File: config.mk
export PLATFORM = sky130hd
export DESIGN_NAME = scan_packet_engine
export DESIGN_NICKNAME = d
export VERILOG_FILES = /design/src/rtl/spe_pkg.sv /design/src/rtl/spe_tck_gen.sv /design/src/rtl/scan_packet_engine.sv
export VERILOG_INCLUDE_DIRS = /design/src /design/src/rtl
export SDC_FILE = /design/constraint.sdc
export NUM_CORES = 1
export LEC_CHECK = 0
export BUFFER_PORTS_ARGS = -buffer_cell sky130_fd_sc_hd__buf_2
export CAP_MARGIN = 10
export CORE_ASPECT_RATIO = 0.6
export CORE_MARGIN = 2
export CORE_UTILIZATION = 50
export CTS_CLUSTER_SIZE = 10
export DETAILED_ROUTE_END_ITERATION = 10
export PLACE_DENSITY = 0.74
export SLEW_MARGIN = 20
export SYNTH_ARGS = -nofsm -noshare
export SYNTH_HDL_FRONTEND = slang
export SYNTH_HIERARCHICAL = 1
export SYNTH_SLANG_ARGS = --single-unit
File: constraint.sdc
create_clock -name ref_clk -period 3.5 [get_ports ref_clk]
set_input_delay 0.35 -clock ref_clk [delete_from_list [all_inputs] [get_ports ref_clk]]
set_output_delay 0.35 -clock ref_clk [all_outputs]
set_load 0.005 [all_outputs]
File: src/rtl/spe_defs.svh
// Constants of the scan packet engine: encodings, offsets, reset values.
`ifndef SPE_DEFS_SVH
`define SPE_DEFS_SVH

// ****************************************************************
// Opcode byte fields
// ****************************************************************
`define SPE_OP_CLASS_HI     7
`define SPE_OP_CLASS_LO     5
`define SPE_OP_CLASS_SCAN   3'h4
`define SPE_OP_LAST_TMS     3
`define SPE_OP_CAPTURE      2
`define SPE_OP_FIXED_LEVEL  1
`define SPE_OP_USE_FIXED    0

// ****************************************************************
// Length byte fields
// ****************************************************************
`define SPE_LEN_PACKED      7
`define SPE_LEN_FIELD_HI    6
`define SPE_LEN_PACKED_MAX  6
`define SPE_LEN_ONE         8'h01

// ****************************************************************
// Register map (byte addresses) and reset values
// ****************************************************************
`define SPE_ADDR_CTRL       8'h00
`define SPE_ADDR_STATUS     8'h04
`define SPE_CTRL_ENABLE     0
`define SPE_CTRL_HALF_HI    15
`define SPE_CTRL_HALF_LO    8
`define SPE_CTRL_RESET      32'h0000_0400
`define SPE_CTRL_MASK       32'h0000_FF01
`define SPE_ST_BUSY         0
`define SPE_ST_STALLED      1
`define SPE_ST_CAPTURE      2
`define SPE_ST_LEN_LO       8

// ****************************************************************
// Timing: TCK half period in engine clocks
// ****************************************************************
// The TDO synchroniser is two stages deep, so a half period must
// exceed that latency for the sample to belong to the right cycle.
`define SPE_HALF_MIN        8'h04

`endif

File: src/rtl/spe_pkg.sv
// Types shared by the scan packet engine.
package spe_pkg;

    // ****************************************************************
    // Sequencer states
    // ****************************************************************
    typedef enum logic [2:0] {
        SPE_IDLE = 3'b000,
        SPE_LEN  = 3'b001,
        SPE_DATA = 3'b010,
        SPE_LO   = 3'b011,
        SPE_HI   = 3'b100,
        SPE_PUSH = 3'b101
    } spe_state_e;

endpackage : spe_pkg

File: src/rtl/spe_tck_gen.sv
// Half-period tick divider for the TCK waveform.
`timescale 1ns/1ns
`include "spe_defs.svh"

module spe_tck_gen (
    input  wire logic       ref_clk,     // Engine clock
    input  wire logic       rst_b,       // Asynchronous reset, active low
    input  wire logic       run,         // Count while a scan phase runs
    input  wire logic [7:0] half_cycles, // Requested half period
    output logic            tick         // One-cycle end of half period
);

    logic [7:0] cnt_reg;
    logic [7:0] half_eff;

    // Short settings are raised to the floor the TDO path needs
    assign half_eff = (half_cycles < `SPE_HALF_MIN) ? `SPE_HALF_MIN
                                                    : half_cycles;
    assign tick     = run && (cnt_reg == half_eff - 8'h01);

    always_ff @(posedge ref_clk or negedge rst_b) begin
        if (!rst_b) begin
            cnt_reg <= 8'h00;
        end else if (!run || tick) begin
            cnt_reg <= 8'h00;
        end else begin
            cnt_reg <= cnt_reg + 8'h01;
        end
    end

endmodule : spe_tck_gen

File: src/rtl/scan_packet_engine.sv
// Scan packet decoder and TCK/TMS/TDI sequencer with TDO capture.
//
// The register addresses and the address-and-strobe port were left to the implementer.
`timescale 1ns/1ns
`include "spe_defs.svh"

module scan_packet_engine
    import spe_pkg::*;
(
    input  wire logic        ref_clk,    // Engine clock, 125 MHz
    input  wire logic        rst_b,      // Asynchronous reset, active low
    input  wire logic [7:0]  reg_addr,   // Register byte address
    input  wire logic [31:0] reg_wdata,  // Register write data
    input  wire logic        reg_wr,     // Register write strobe
    input  wire logic        reg_rd,     // Register read strobe
    output logic      [31:0] reg_rdata,  // Read data, cycle after strobe
    input  wire logic        cmd_valid,  // Command byte available
    input  wire logic [7:0]  cmd_data,   // Command byte
    output logic             cmd_ready,  // Command byte taken when valid
    output logic             rsp_valid,  // Response byte offered
    output logic      [7:0]  rsp_data,   // Response byte
    input  wire logic        rsp_ready,  // Response FIFO has space
    output logic             tck,        // Test clock to the ports
    output logic             tms,        // Test mode select
    output logic             tdi,        // Test data toward the ports
    input  wire logic        tdo         // Test data from the ports, async
);

    // ****************************************************************
    // Helper functions
    // ****************************************************************

    // Position of the data start flag; zero when no flag is present
    function automatic logic [7:0] packed_length(input logic [7:0] b);
        logic [7:0] n;
        n = 8'h00;
        for (int i = 1; i <= `SPE_LEN_PACKED_MAX; i++) begin
            if (b[i]) begin
                n = 8'(i);
            end
        end
        return n;
    endfunction : packed_length

    // ****************************************************************
    // Declarations
    // ****************************************************************
    spe_state_e  state_reg;
    spe_state_e  state_next;
    logic [31:0] ctrl_reg;
    logic [31:0] rdata_reg;
    logic [7:0]  opcode_reg;
    logic [7:0]  len_reg;
    logic [7:0]  bit_cnt_reg;
    logic [7:0]  tdi_sr_reg;
    logic [7:0]  cap_sr_reg;
    logic [7:0]  rsp_data_reg;
    logic        data_mode_reg;
    logic        tck_reg;
    logic        tms_reg;
    logic        tdi_reg;
    logic        tdo_meta_reg;
    logic        tdo_sync_reg;
    logic        enable;
    logic        tick;
    logic        take;
    logic        is_scan_op;
    logic        len_is_packed;
    logic [7:0]  len_decoded;
    logic        last_cycle;
    logic        next_last;
    logic        next_byte_edge;
    logic        byte_done;
    logic        capture;
    logic        use_fixed;
    logic        in_shift;
    logic [7:0]  bit_cnt_inc;
    logic [7:0]  cap_with_sample;

    // ****************************************************************
    // Decode
    // ****************************************************************
    assign enable        = ctrl_reg[`SPE_CTRL_ENABLE];
    assign take          = cmd_valid && cmd_ready;
    assign is_scan_op    = cmd_data[`SPE_OP_CLASS_HI:`SPE_OP_CLASS_LO]
                           == `SPE_OP_CLASS_SCAN;
    assign len_is_packed = cmd_data[`SPE_LEN_PACKED];
    // Normal field holds length minus one, giving 1 to 128 cycles
    assign len_decoded   = len_is_packed ? packed_length(cmd_data)
                         : {1'b0, cmd_data[`SPE_LEN_FIELD_HI:0]}
                           + `SPE_LEN_ONE;
    assign capture       = opcode_reg[`SPE_OP_CAPTURE];
    assign use_fixed     = opcode_reg[`SPE_OP_USE_FIXED];
    assign in_shift      = (state_reg == SPE_LO) || (state_reg == SPE_HI);
    assign bit_cnt_inc   = bit_cnt_reg + 8'h01;
    assign last_cycle    = bit_cnt_inc == len_reg;
    assign next_last     = bit_cnt_reg == len_reg;
    assign next_byte_edge = bit_cnt_reg[2:0] == 3'h0;
    assign byte_done     = (bit_cnt_inc[2:0] == 3'h0) || last_cycle;

    always_comb begin
        cap_with_sample = cap_sr_reg;
        cap_with_sample[bit_cnt_reg[2:0]] = tdo_sync_reg;
    end

    // ****************************************************************
    // TCK divider
    // ****************************************************************
    spe_tck_gen u_tck_gen (
        .ref_clk     (ref_clk),
        .rst_b       (rst_b),
        .run         (in_shift),
        .half_cycles (ctrl_reg[`SPE_CTRL_HALF_HI:`SPE_CTRL_HALF_LO]),
        .tick        (tick)
    );

    // ****************************************************************
    // TDO synchroniser
    // ****************************************************************
    always_ff @(posedge ref_clk or negedge rst_b) begin
        if (!rst_b) begin
            tdo_meta_reg <= 1'b0;
            tdo_sync_reg <= 1'b0;
        end else begin
            tdo_meta_reg <= tdo;
            tdo_sync_reg <= tdo_meta_reg;
        end
    end

    // ****************************************************************
    // Sequencer
    // ****************************************************************
    // Bytes are only taken between scans or at byte boundaries of a
    // data scan, so a slow source simply lengthens the low phase.
    assign cmd_ready = enable && ((state_reg == SPE_IDLE) ||
                                  (state_reg == SPE_LEN)  ||
                                  (state_reg == SPE_DATA));

    always_comb begin
        state_next = state_reg;
        case (state_reg)
            SPE_IDLE: begin
                // Bytes of other packet kinds are not handled here
                if (take && is_scan_op) begin
                    state_next = SPE_LEN;
                end
            end
            SPE_LEN: begin
                if (take) begin
                    if (len_decoded == 8'h00) begin
                        state_next = SPE_IDLE;
                    end else if (!len_is_packed && !use_fixed) begin
                        state_next = SPE_DATA;
                    end else begin
                        state_next = SPE_LO;
                    end
                end
            end
            SPE_DATA: begin
                if (take) begin
                    state_next = SPE_LO;
                end
            end
            SPE_LO: begin
                if (tick) begin
                    state_next = SPE_HI;
                end
            end
            SPE_HI: begin
                if (tick) begin
                    if (capture && byte_done) begin
                        state_next = SPE_PUSH;
                    end else if (last_cycle) begin
                        state_next = SPE_IDLE;
                    end else if (data_mode_reg &&
                                 bit_cnt_inc[2:0] == 3'h0) begin
                        state_next = SPE_DATA;
                    end else begin
                        state_next = SPE_LO;
                    end
                end
            end
            SPE_PUSH: begin
                // No tick runs here, so TCK stays low while stalled
                if (rsp_ready) begin
                    if (next_last) begin
                        state_next = SPE_IDLE;
                    end else if (data_mode_reg && next_byte_edge) begin
                        state_next = SPE_DATA;
                    end else begin
                        state_next = SPE_LO;
                    end
                end
            end
            default: begin
                state_next = SPE_IDLE;
            end
        endcase
    end

    always_ff @(posedge ref_clk or negedge rst_b) begin
        if (!rst_b) begin
            state_reg <= SPE_IDLE;
        end else if (!enable && !in_shift && state_reg != SPE_PUSH) begin
            state_reg <= SPE_IDLE;
        end else begin
            state_reg <= state_next;
        end
    end

    // ****************************************************************
    // Packet header and length
    // ****************************************************************
    always_ff @(posedge ref_clk or negedge rst_b) begin
        if (!rst_b) begin
            opcode_reg    <= 8'h00;
            len_reg       <= 8'h00;
            data_mode_reg <= 1'b0;
        end else if (take && state_reg == SPE_IDLE) begin
            opcode_reg <= cmd_data;
        end else if (take && state_reg == SPE_LEN) begin
            len_reg       <= len_decoded;
            data_mode_reg <= !len_is_packed && !use_fixed;
        end
    end

    // ****************************************************************
    // Input data register and cycle counter
    // ****************************************************************
    always_ff @(posedge ref_clk or negedge rst_b) begin
        if (!rst_b) begin
            tdi_sr_reg <= 8'h00;
        end else if (take && state_reg == SPE_LEN) begin
            tdi_sr_reg <= cmd_data;
        end else if (take && state_reg == SPE_DATA) begin
            tdi_sr_reg <= cmd_data;
        end
    end

    always_ff @(posedge ref_clk or negedge rst_b) begin
        if (!rst_b) begin
            bit_cnt_reg <= 8'h00;
        end else if (take && state_reg == SPE_LEN) begin
            bit_cnt_reg <= 8'h00;
        end else if (state_reg == SPE_HI && tick) begin
            bit_cnt_reg <= bit_cnt_inc;
        end
    end

    // ****************************************************************
    // Pin drive
    // ****************************************************************
    always_ff @(posedge ref_clk or negedge rst_b) begin
        if (!rst_b) begin
            tck_reg <= 1'b0;
        end else begin
            tck_reg <= state_reg == SPE_HI;
        end
    end

    // TDI and TMS change only while TCK is low
    always_ff @(posedge ref_clk or negedge rst_b) begin
        if (!rst_b) begin
            tms_reg <= 1'b0;
            tdi_reg <= 1'b0;
        end else if (state_reg == SPE_LO) begin
            tms_reg <= last_cycle &&
                       opcode_reg[`SPE_OP_LAST_TMS];
            if (use_fixed) begin
                tdi_reg <= opcode_reg[`SPE_OP_FIXED_LEVEL];
            end else begin
                tdi_reg <= tdi_sr_reg[bit_cnt_reg[2:0]];
            end
        end
    end

    // ****************************************************************
    // Response capture
    // ****************************************************************
    // Sampling at the end of the high phase reads TDO two clocks back,
    // which is still inside the high phase given the half-period floor.
    always_ff @(posedge ref_clk or negedge rst_b) begin
        if (!rst_b) begin
            cap_sr_reg <= 8'h00;
        end else if (take && state_reg == SPE_LEN) begin
            cap_sr_reg <= 8'h00;
        end else if (state_reg == SPE_HI && tick && capture) begin
            if (byte_done) begin
                cap_sr_reg <= 8'h00;
            end else begin
                cap_sr_reg <= cap_with_sample;
            end
        end
    end

    always_ff @(posedge ref_clk or negedge rst_b) begin
        if (!rst_b) begin
            rsp_data_reg <= 8'h00;
        end else if (state_reg == SPE_HI && tick && capture && byte_done) begin
            rsp_data_reg <= cap_with_sample;
        end
    end

    assign rsp_valid = state_reg == SPE_PUSH;
    assign rsp_data  = rsp_data_reg;
    assign tck       = tck_reg;
    assign tms       = tms_reg;
    assign tdi       = tdi_reg;

    // ****************************************************************
    // Register port
    // ****************************************************************
    always_ff @(posedge ref_clk or negedge rst_b) begin
        if (!rst_b) begin
            ctrl_reg <= `SPE_CTRL_RESET;
        end else if (reg_wr && reg_addr == `SPE_ADDR_CTRL) begin
            ctrl_reg <= reg_wdata & `SPE_CTRL_MASK;
        end
    end

    always_ff @(posedge ref_clk or negedge rst_b) begin
        if (!rst_b) begin
            rdata_reg <= 32'h0000_0000;
        end else if (reg_rd) begin
            if (reg_addr == `SPE_ADDR_CTRL) begin
                rdata_reg <= ctrl_reg;
            end else if (reg_addr == `SPE_ADDR_STATUS) begin
                rdata_reg <= 32'h0000_0000;
                rdata_reg[`SPE_ST_BUSY]    <= state_reg != SPE_IDLE;
                rdata_reg[`SPE_ST_STALLED] <= rsp_valid && !rsp_ready;
                rdata_reg[`SPE_ST_CAPTURE] <= capture;
                rdata_reg[`SPE_ST_LEN_LO +: 8] <= bit_cnt_reg;
            end else begin
                rdata_reg <= 32'h0000_0000;
            end
        end else begin
            rdata_reg <= 32'h0000_0000;
        end
    end

    assign reg_rdata = rdata_reg;

endmodule : scan_packet_engine

# After elaboration in Yosys (flattened, before gate mapping)

Cells that the tools add are included.

Equal/unequal tests: 17
Multiplexer cells: 40
Add/subtract/negate cells: 4
Bitwise operators: 1
Reduce and logical (&&, ||, !) cells: 41
Order comparisons: 3

Operator list:

| cell                | number |
|---|---|
| $mux 8              | 10 |
| $mux 3              | 11 |
| $mux 16             | 2 |
| $mux 32             | 1 |
| $eq 8x8->1          | 3 |
| $logic_and 1x1->1   | 20 |
| $pmux 3 s6          | 1 |
| $add 8x1->8 const B | 2 |
| $logic_not 8->1     | 2 |
| $ne 3x3->1 const B  | 4 |
| $mux 2              | 5 |
| $eq 3x3->1 const B  | 3 |
| $logic_not 3->1     | 3 |
| $add 7x1->8 const B | 1 |
| $bwmux 8            | 1 |
| $eq 8x3->1 const B  | 1 |
| $lt 8x3->1 const B  | 1 |
| $sub 8x1->8 const B | 1 |
| $mux 1              | 7 |
| $eq 3x2->1 const B  | 2 |
| $ne 3x1->1 const B  | 2 |
| $reduce_and 6->1    | 1 |
| $reduce_bool 2->1   | 3 |
| $logic_not 1->1     | 5 |
| other kinds (10)    | 14 |

Output and inout port bits: 45
Register bits: 102
Logic and storage cells: 122
Input bits: 55

# Logic depth before layout (Yosys ltp)

Word-level depth: 12
Mapped depth: 18
Mapped depth without buffers: 15

# Hierarchy

Netlist, hierarchy kept.

By module, submodules not included:

| module             | area each (µm²) | cells an instance | sequential area each (µm²) | instances |
|---|---|---|---|---|
| scan_packet_engine | 4103.9          | 418               | 1828.0                     | 1 |
| spe_tck_gen        | 753.2           | 87                | 200.2                      | 1 |

# Worst setup path after synthesis

OpenSTA, ideal clock, no wires.

Path type: flip-flop to flip-flop
Start point: register ctrl_reg[14]
End point: register rsp_data_reg[2] (netlist: rsp_data[2])
Arrival: 3.438 ns
Library setup time: 0.125 ns
Setup slack: -0.063 ns
Period minus slack after synthesis: 3.563 ns
Cell stages (with the launch flop): 17
Data required time: 3.375 ns
Buffers on the path: 3
Path through: dfrtp_1 > buf_6 > nor4_1 > nand2_1 > nand2_1 > ha_1 > xnor2_1 > o2111ai_2 > a31oi_1 > and3_1 > buf_6 > and3_1 > and3_1 > clkbuf_1 > and2_1 > o21ai_4 > mux2_4

Cells in the longest elaborated chain, start to end: 8

RTL lines:

| item                             | line                      | source |
|---|---|---|
| start, declared                  | scan_packet_engine.sv:50  | `logic [31:0] ctrl_reg;` |
| start signal, assigned           | scan_packet_engine.sv:315 | `` ctrl_reg <= `SPE_CTRL_RESET; `` |
| start signal, assigned           | scan_packet_engine.sv:317 | `` ctrl_reg <= reg_wdata & `SPE_CTRL_MASK; `` |
| $lt 8x3->1 (no source line)      | n/a                       |  |
| $mux 8 *                         | spe_tck_gen.sv:17         | `` assign half_eff = (half_cycles < `SPE_HALF_MIN) ? `SPE_HALF_MIN `` |
| $sub 8x1->8 *                    | spe_tck_gen.sv:19         | `assign tick = run && (cnt_reg == half_eff - 8'h01);` |
| $eq 8x8->1 *                     | spe_tck_gen.sv:19         |  |
| $logic_and 1x1->1 *              | spe_tck_gen.sv:19         |  |
| via tick                         | scan_packet_engine.sv:65  | `logic tick;` |
| $logic_and 1x1->1 * (3 in a row) | scan_packet_engine.sv:299 | `end else if (state_reg == SPE_HI && tick && capture && byte_done) begin` |
| end signal, assigned             | scan_packet_engine.sv:300 | `rsp_data_reg <= cap_with_sample;` |
| end, declared                    | scan_packet_engine.sv:57  | `logic [7:0] rsp_data_reg;` |

The timed path passes the listed nets; every way through them passes the cells marked *.
A chain may end at the register's enable or synchronous reset.

# Worst setup path after layout

Start point: register ctrl_reg[14]
End point: register state_reg[0]

Cells in the longest elaborated chain, start to end: 7
Elaborated cells between the ends (all ways): 8
Classes of those cells: 1 x add/sub; 1 x order compare; 3 x eq/ne; 1 x mux; 2 x reduce/logical

RTL lines:

| item                                | line                      | source |
|---|---|---|
| $lt 8x3->1 (no source line)         | n/a                       |  |
| $mux 8 *                            | spe_tck_gen.sv:17         |  |
| $sub 8x1->8 *                       | spe_tck_gen.sv:19         |  |
| $eq 8x8->1 *                        | spe_tck_gen.sv:19         |  |
| $logic_and 1x1->1 *                 | spe_tck_gen.sv:19         |  |
| via tick                            | scan_packet_engine.sv:65  |  |
| $ne 3x3->1 (no source line)         | n/a                       |  |
| $reduce_and 6->1 (no source line) * | n/a                       |  |
| end signal, assigned                | scan_packet_engine.sv:207 | `state_reg <= state_next;` |
| end, declared                       | scan_packet_engine.sv:48  | `spe_state_e state_reg;` |

Marks and branches as above.

==> out/results.ini <==
[status]
outcome=finished, final reports clean

[logic_synthesis]
synth-xor-area-share_pct=7.39
ys_ff_latch=81
synth_top_family_by_area=simple AND/OR/NAND/NOR gates
synth-edff-count=0
synthMuxAreaShare_pct=10.7
syn-cell-area_um2=4860
yosys.area_share.adder_pct=1.55
syn_avg_cell_area_um2=9.62
synth.distinct_cells=65
synth_cells=505
synth_warnings=6
ys_seq_area_share_pct=41.8
synth-simple-area-share_pct=18.4
synth-main-ff-cell=dfrtp_1
synthArstFlopShare_pct=100
synth_compound_gate_area_share_pct=12.3

[clock_tree]
clock_latency_ps=340
htreeDepth=3
cts_tree=built
clkTransAtPathRegs_ps=60
clock-sinks=81
root_buffer=clkbuf_16
clock_path_buffers=2
cts_buffers=9
cts-hold-fix-buffers=0

[finish]
diodes=0
largest_reg_flops=11
nFillCells=805
nets=621
regArea_um2=2030
multi_input_area_um2=2550
drive_gt1_share_pct=24.1
areaGrowthSynthToFinish_pct=14.2

[placed_design]
gp_congestion=0.886
hpwl_mm=8.42
portBuffers=55

[routing]
routed_wl_mm=11.5
vias=3879
via_per_inst=5.58
first_iter_violations=370
firstDrtPassIters=4
drc=0
avgRoutedWirePerCell_um=16.6
ant_nets=0

[timing]
setup_viol=0
final.setup_skew_ps=5.58
drv_slew=0
holdWs_ps=35.0
tns_ps=0
hold_violations=0
finalCritPeriodShare_pct=96.4
final.min_clock_period_ps=3380
tightest_slew_ps=742
max_slew_margin_pct=50.6
fmax_ghz=0.296

[global_routing]
grt_pass1_wl_mm=19.2
grt_max_degree=82
grt_pass1_vias=3724
overflow=0
antenna_found_initial=0
grt_util_all_layers_pct=23.2

[worst_hold_path]
hp-class=in -> async

[pwr]
switchingPower_uw=499
seqPwrFrac_pct=46.1
sw_frac_of_total_pct=23.5
internal_power_uw=1620
leakagePower_uw=0.00271
vdd.ir_drop.worst_v=0.000234
power_density_nw_per_um2=383
clkPwrFrac_pct=45.2
combPwrFrac_pct=8.8

[floorplan]
start_util_pct=52.3
fp.dieH_um=80.3
die_width_um=131
coreArea_um2=9290
dieArea_um2=10500
rows=27
io_pins=100

[flow_run]
maxCapViolations=0

[critical_path]
required_ps=3760
arrival_ps=3630
worst_r2r_path_depth=15
path_class=reg -> reg
cp-end-kind=flop
path_max_fanout=5
start_kind=flop

## power by group through the flow
| stage | Sequential [uW] | Combinational (uW) | Clock, uW |
|---|---|---|---|
| final | 978 | 186 | 959 |
| after CTS | 977 | 183 | 976 |
| after global routing | 980 | 208 | 1020 |
| after global placement | 993 | 177 | 0 |
| after floorplan | 986 | 130 | 0 |
| after detailed placement | 994 | 182 | 0 |
## worst paths after layout
check | from | to | slack, ps
min in group ref_clk | tdo | tdo_meta_reg$_DFF_PN0_ | 120
min | rst_b | reg_rdata[2]$_DFF_PN0_ | 40
min reg2reg | tdo_meta_reg$_DFF_PN0_ | tdo_sync_reg$_DFF_PN0_ | 340
max reg2reg | ctrl_reg[14]$_DFFE_PN0P_ | state_reg[0]$_DFFE_PN0P_ | 120
max | ctrl_reg[14]$_DFFE_PN0P_ | state_reg[0]$_DFFE_PN0P_ | 120
max in group asynchronous | rst_b | rsp_data[7]$_DFFE_PN0P_ | 2940
## layout by cell type (no fill, tap or decap), types with 2 or more instances in the layout
cell and count:
and3_1 11, o31ai_1 5, nand3_1 17, nand2b_1 4, o2bb2ai_1 5, a31oi_1 6
buf_2 54, o41ai_1 5, buf_4 23, o21ai_1 2, nor4_1 3, and2_1 2
nor4b_1 2, or4_4 2, ha_1 5, mux2_4 5, nor2_1 33, clkinv_2 2
a211oi_1 4, clkbuf_8 2, nor3_1 12, xnor2_1 17, mux2i_1 22, nand4_1 8
xor2_1 24, conb_1 21, o211ai_1 3, clkbuf_16 9, clkbuf_1 2, o21ai_0 19
dfrtp_1 80, nor2b_1 6, a21oi_1 17, mux2_2 20, inv_1 15, nand3b_1 4
and3_2 2, o21a_1 2, nand2_1 56
## kinds of logic after synthesis
kind of cell	count (synthesis)
buffers and inverters	69
AND/OR/NAND/NOR	176
AO/OA/AOI/OAI	84
multiplexers	47
adder cells (fa/ha/maj)	6
XOR/XNOR	41
flip-flops	81
other	1
## through the flow
step / setup WS (ps) / power (uW) / instance area, um2 / utilization (%) / instances
final: 124 / 2120 / 5550 / 59.7 / 695
after floorplan: 74.2 / 1120 / 4930 / - / 525
after detailed placement: 88.5 / 1180 / 5220 / 56.1 / 678
after CTS: 70.5 / 2140 / 5520 / 59.4 / 694
after global routing: -86.5 / 2210 / 5550 / 59.7 / 695
after global placement: 266 / 1170 / 5220 / 56.1 / 678
## layer usage
layer	routed length, um	track usage (%)	up-vias
li1	-	-	1846
met1	5630	34.1	1865
met2	4950	33.3	152
met3	791	5.30	16
met4	172	8.04	0
met5	0	0	-
## cell type report
| class | count | area share [%] |
|---|---|---|
| multi-input cells | 375 | 45.9 |
| flip-flops and latches | 81 | 36.6 |
| repair buffers | 78 | 8.19 |
| clock buffers | 13 | 4.69 |
| well taps | 130 | 2.93 |
| inverters | 15 | 1.01 |
| clock inverters | 3 | 0.722 |
## Yosys cell counts (3+ instances only)
| cell type | number | area, um2 |
|---|---|---|
| dfrtp_1 | 80 | 2000 |
| nand2_1 | 57 | 214 |
| nor2_1 | 33 | 124 |
| buf_4 | 24 | 180 |
| xor2_1 | 24 | 210 |
| mux2i_1 | 22 | 220 |
| mux2_2 | 20 | 225 |
| clkbuf_1 | 19 | 71.3 |
| o21ai_0 | 19 | 95.1 |
| a21oi_1 | 17 | 85.1 |
| nand3_1 | 17 | 85.1 |
| xnor2_1 | 17 | 149 |
| inv_1 | 15 | 56.3 |
| and3_1 | 13 | 81.3 |
| nor3_1 | 12 | 60.1 |
| nand4_1 | 8 | 50.1 |
| a31oi_1 | 6 | 37.5 |
| ha_1 | 6 | 75.1 |
| nor2b_1 | 6 | 37.5 |
| mux2_4 | 5 | 75.1 |
| o2bb2ai_1 | 5 | 43.8 |
| o31ai_1 | 5 | 37.5 |
| o41ai_1 | 5 | 43.8 |
| a211oi_1 | 4 | 30.0 |
| buf_2 | 4 | 20.0 |
| nand2b_1 | 4 | 25.0 |
| nand3b_1 | 4 | 30.0 |
| nor4_1 | 4 | 25.0 |
| buf_1 | 3 | 11.3 |
| buf_6 | 3 | 33.8 |
| o211ai_1 | 3 | 22.5 |
## what timing repair did
item                                    CTS  global route
gates resized for setup                   0             7
setup buffers                             0             1
endpoints found under the setup margin    0            35
## critical path, cell delays in order (launching register included)
cell and delay, ps:
dfrtp_1 390, nor4_2 290, buf_4 170, nand2_1 60, nand2_1 90, ha_2 240
xor2_1 220, nand3_1 120, a31oi_1 190, and3_1 200, and3_2 270, a2bb2oi_1 270
buf_4 160, and4_2 260, o21ai_0 150, o221ai_1 210
Note: power is estimated with default switching activity, not from simulation.
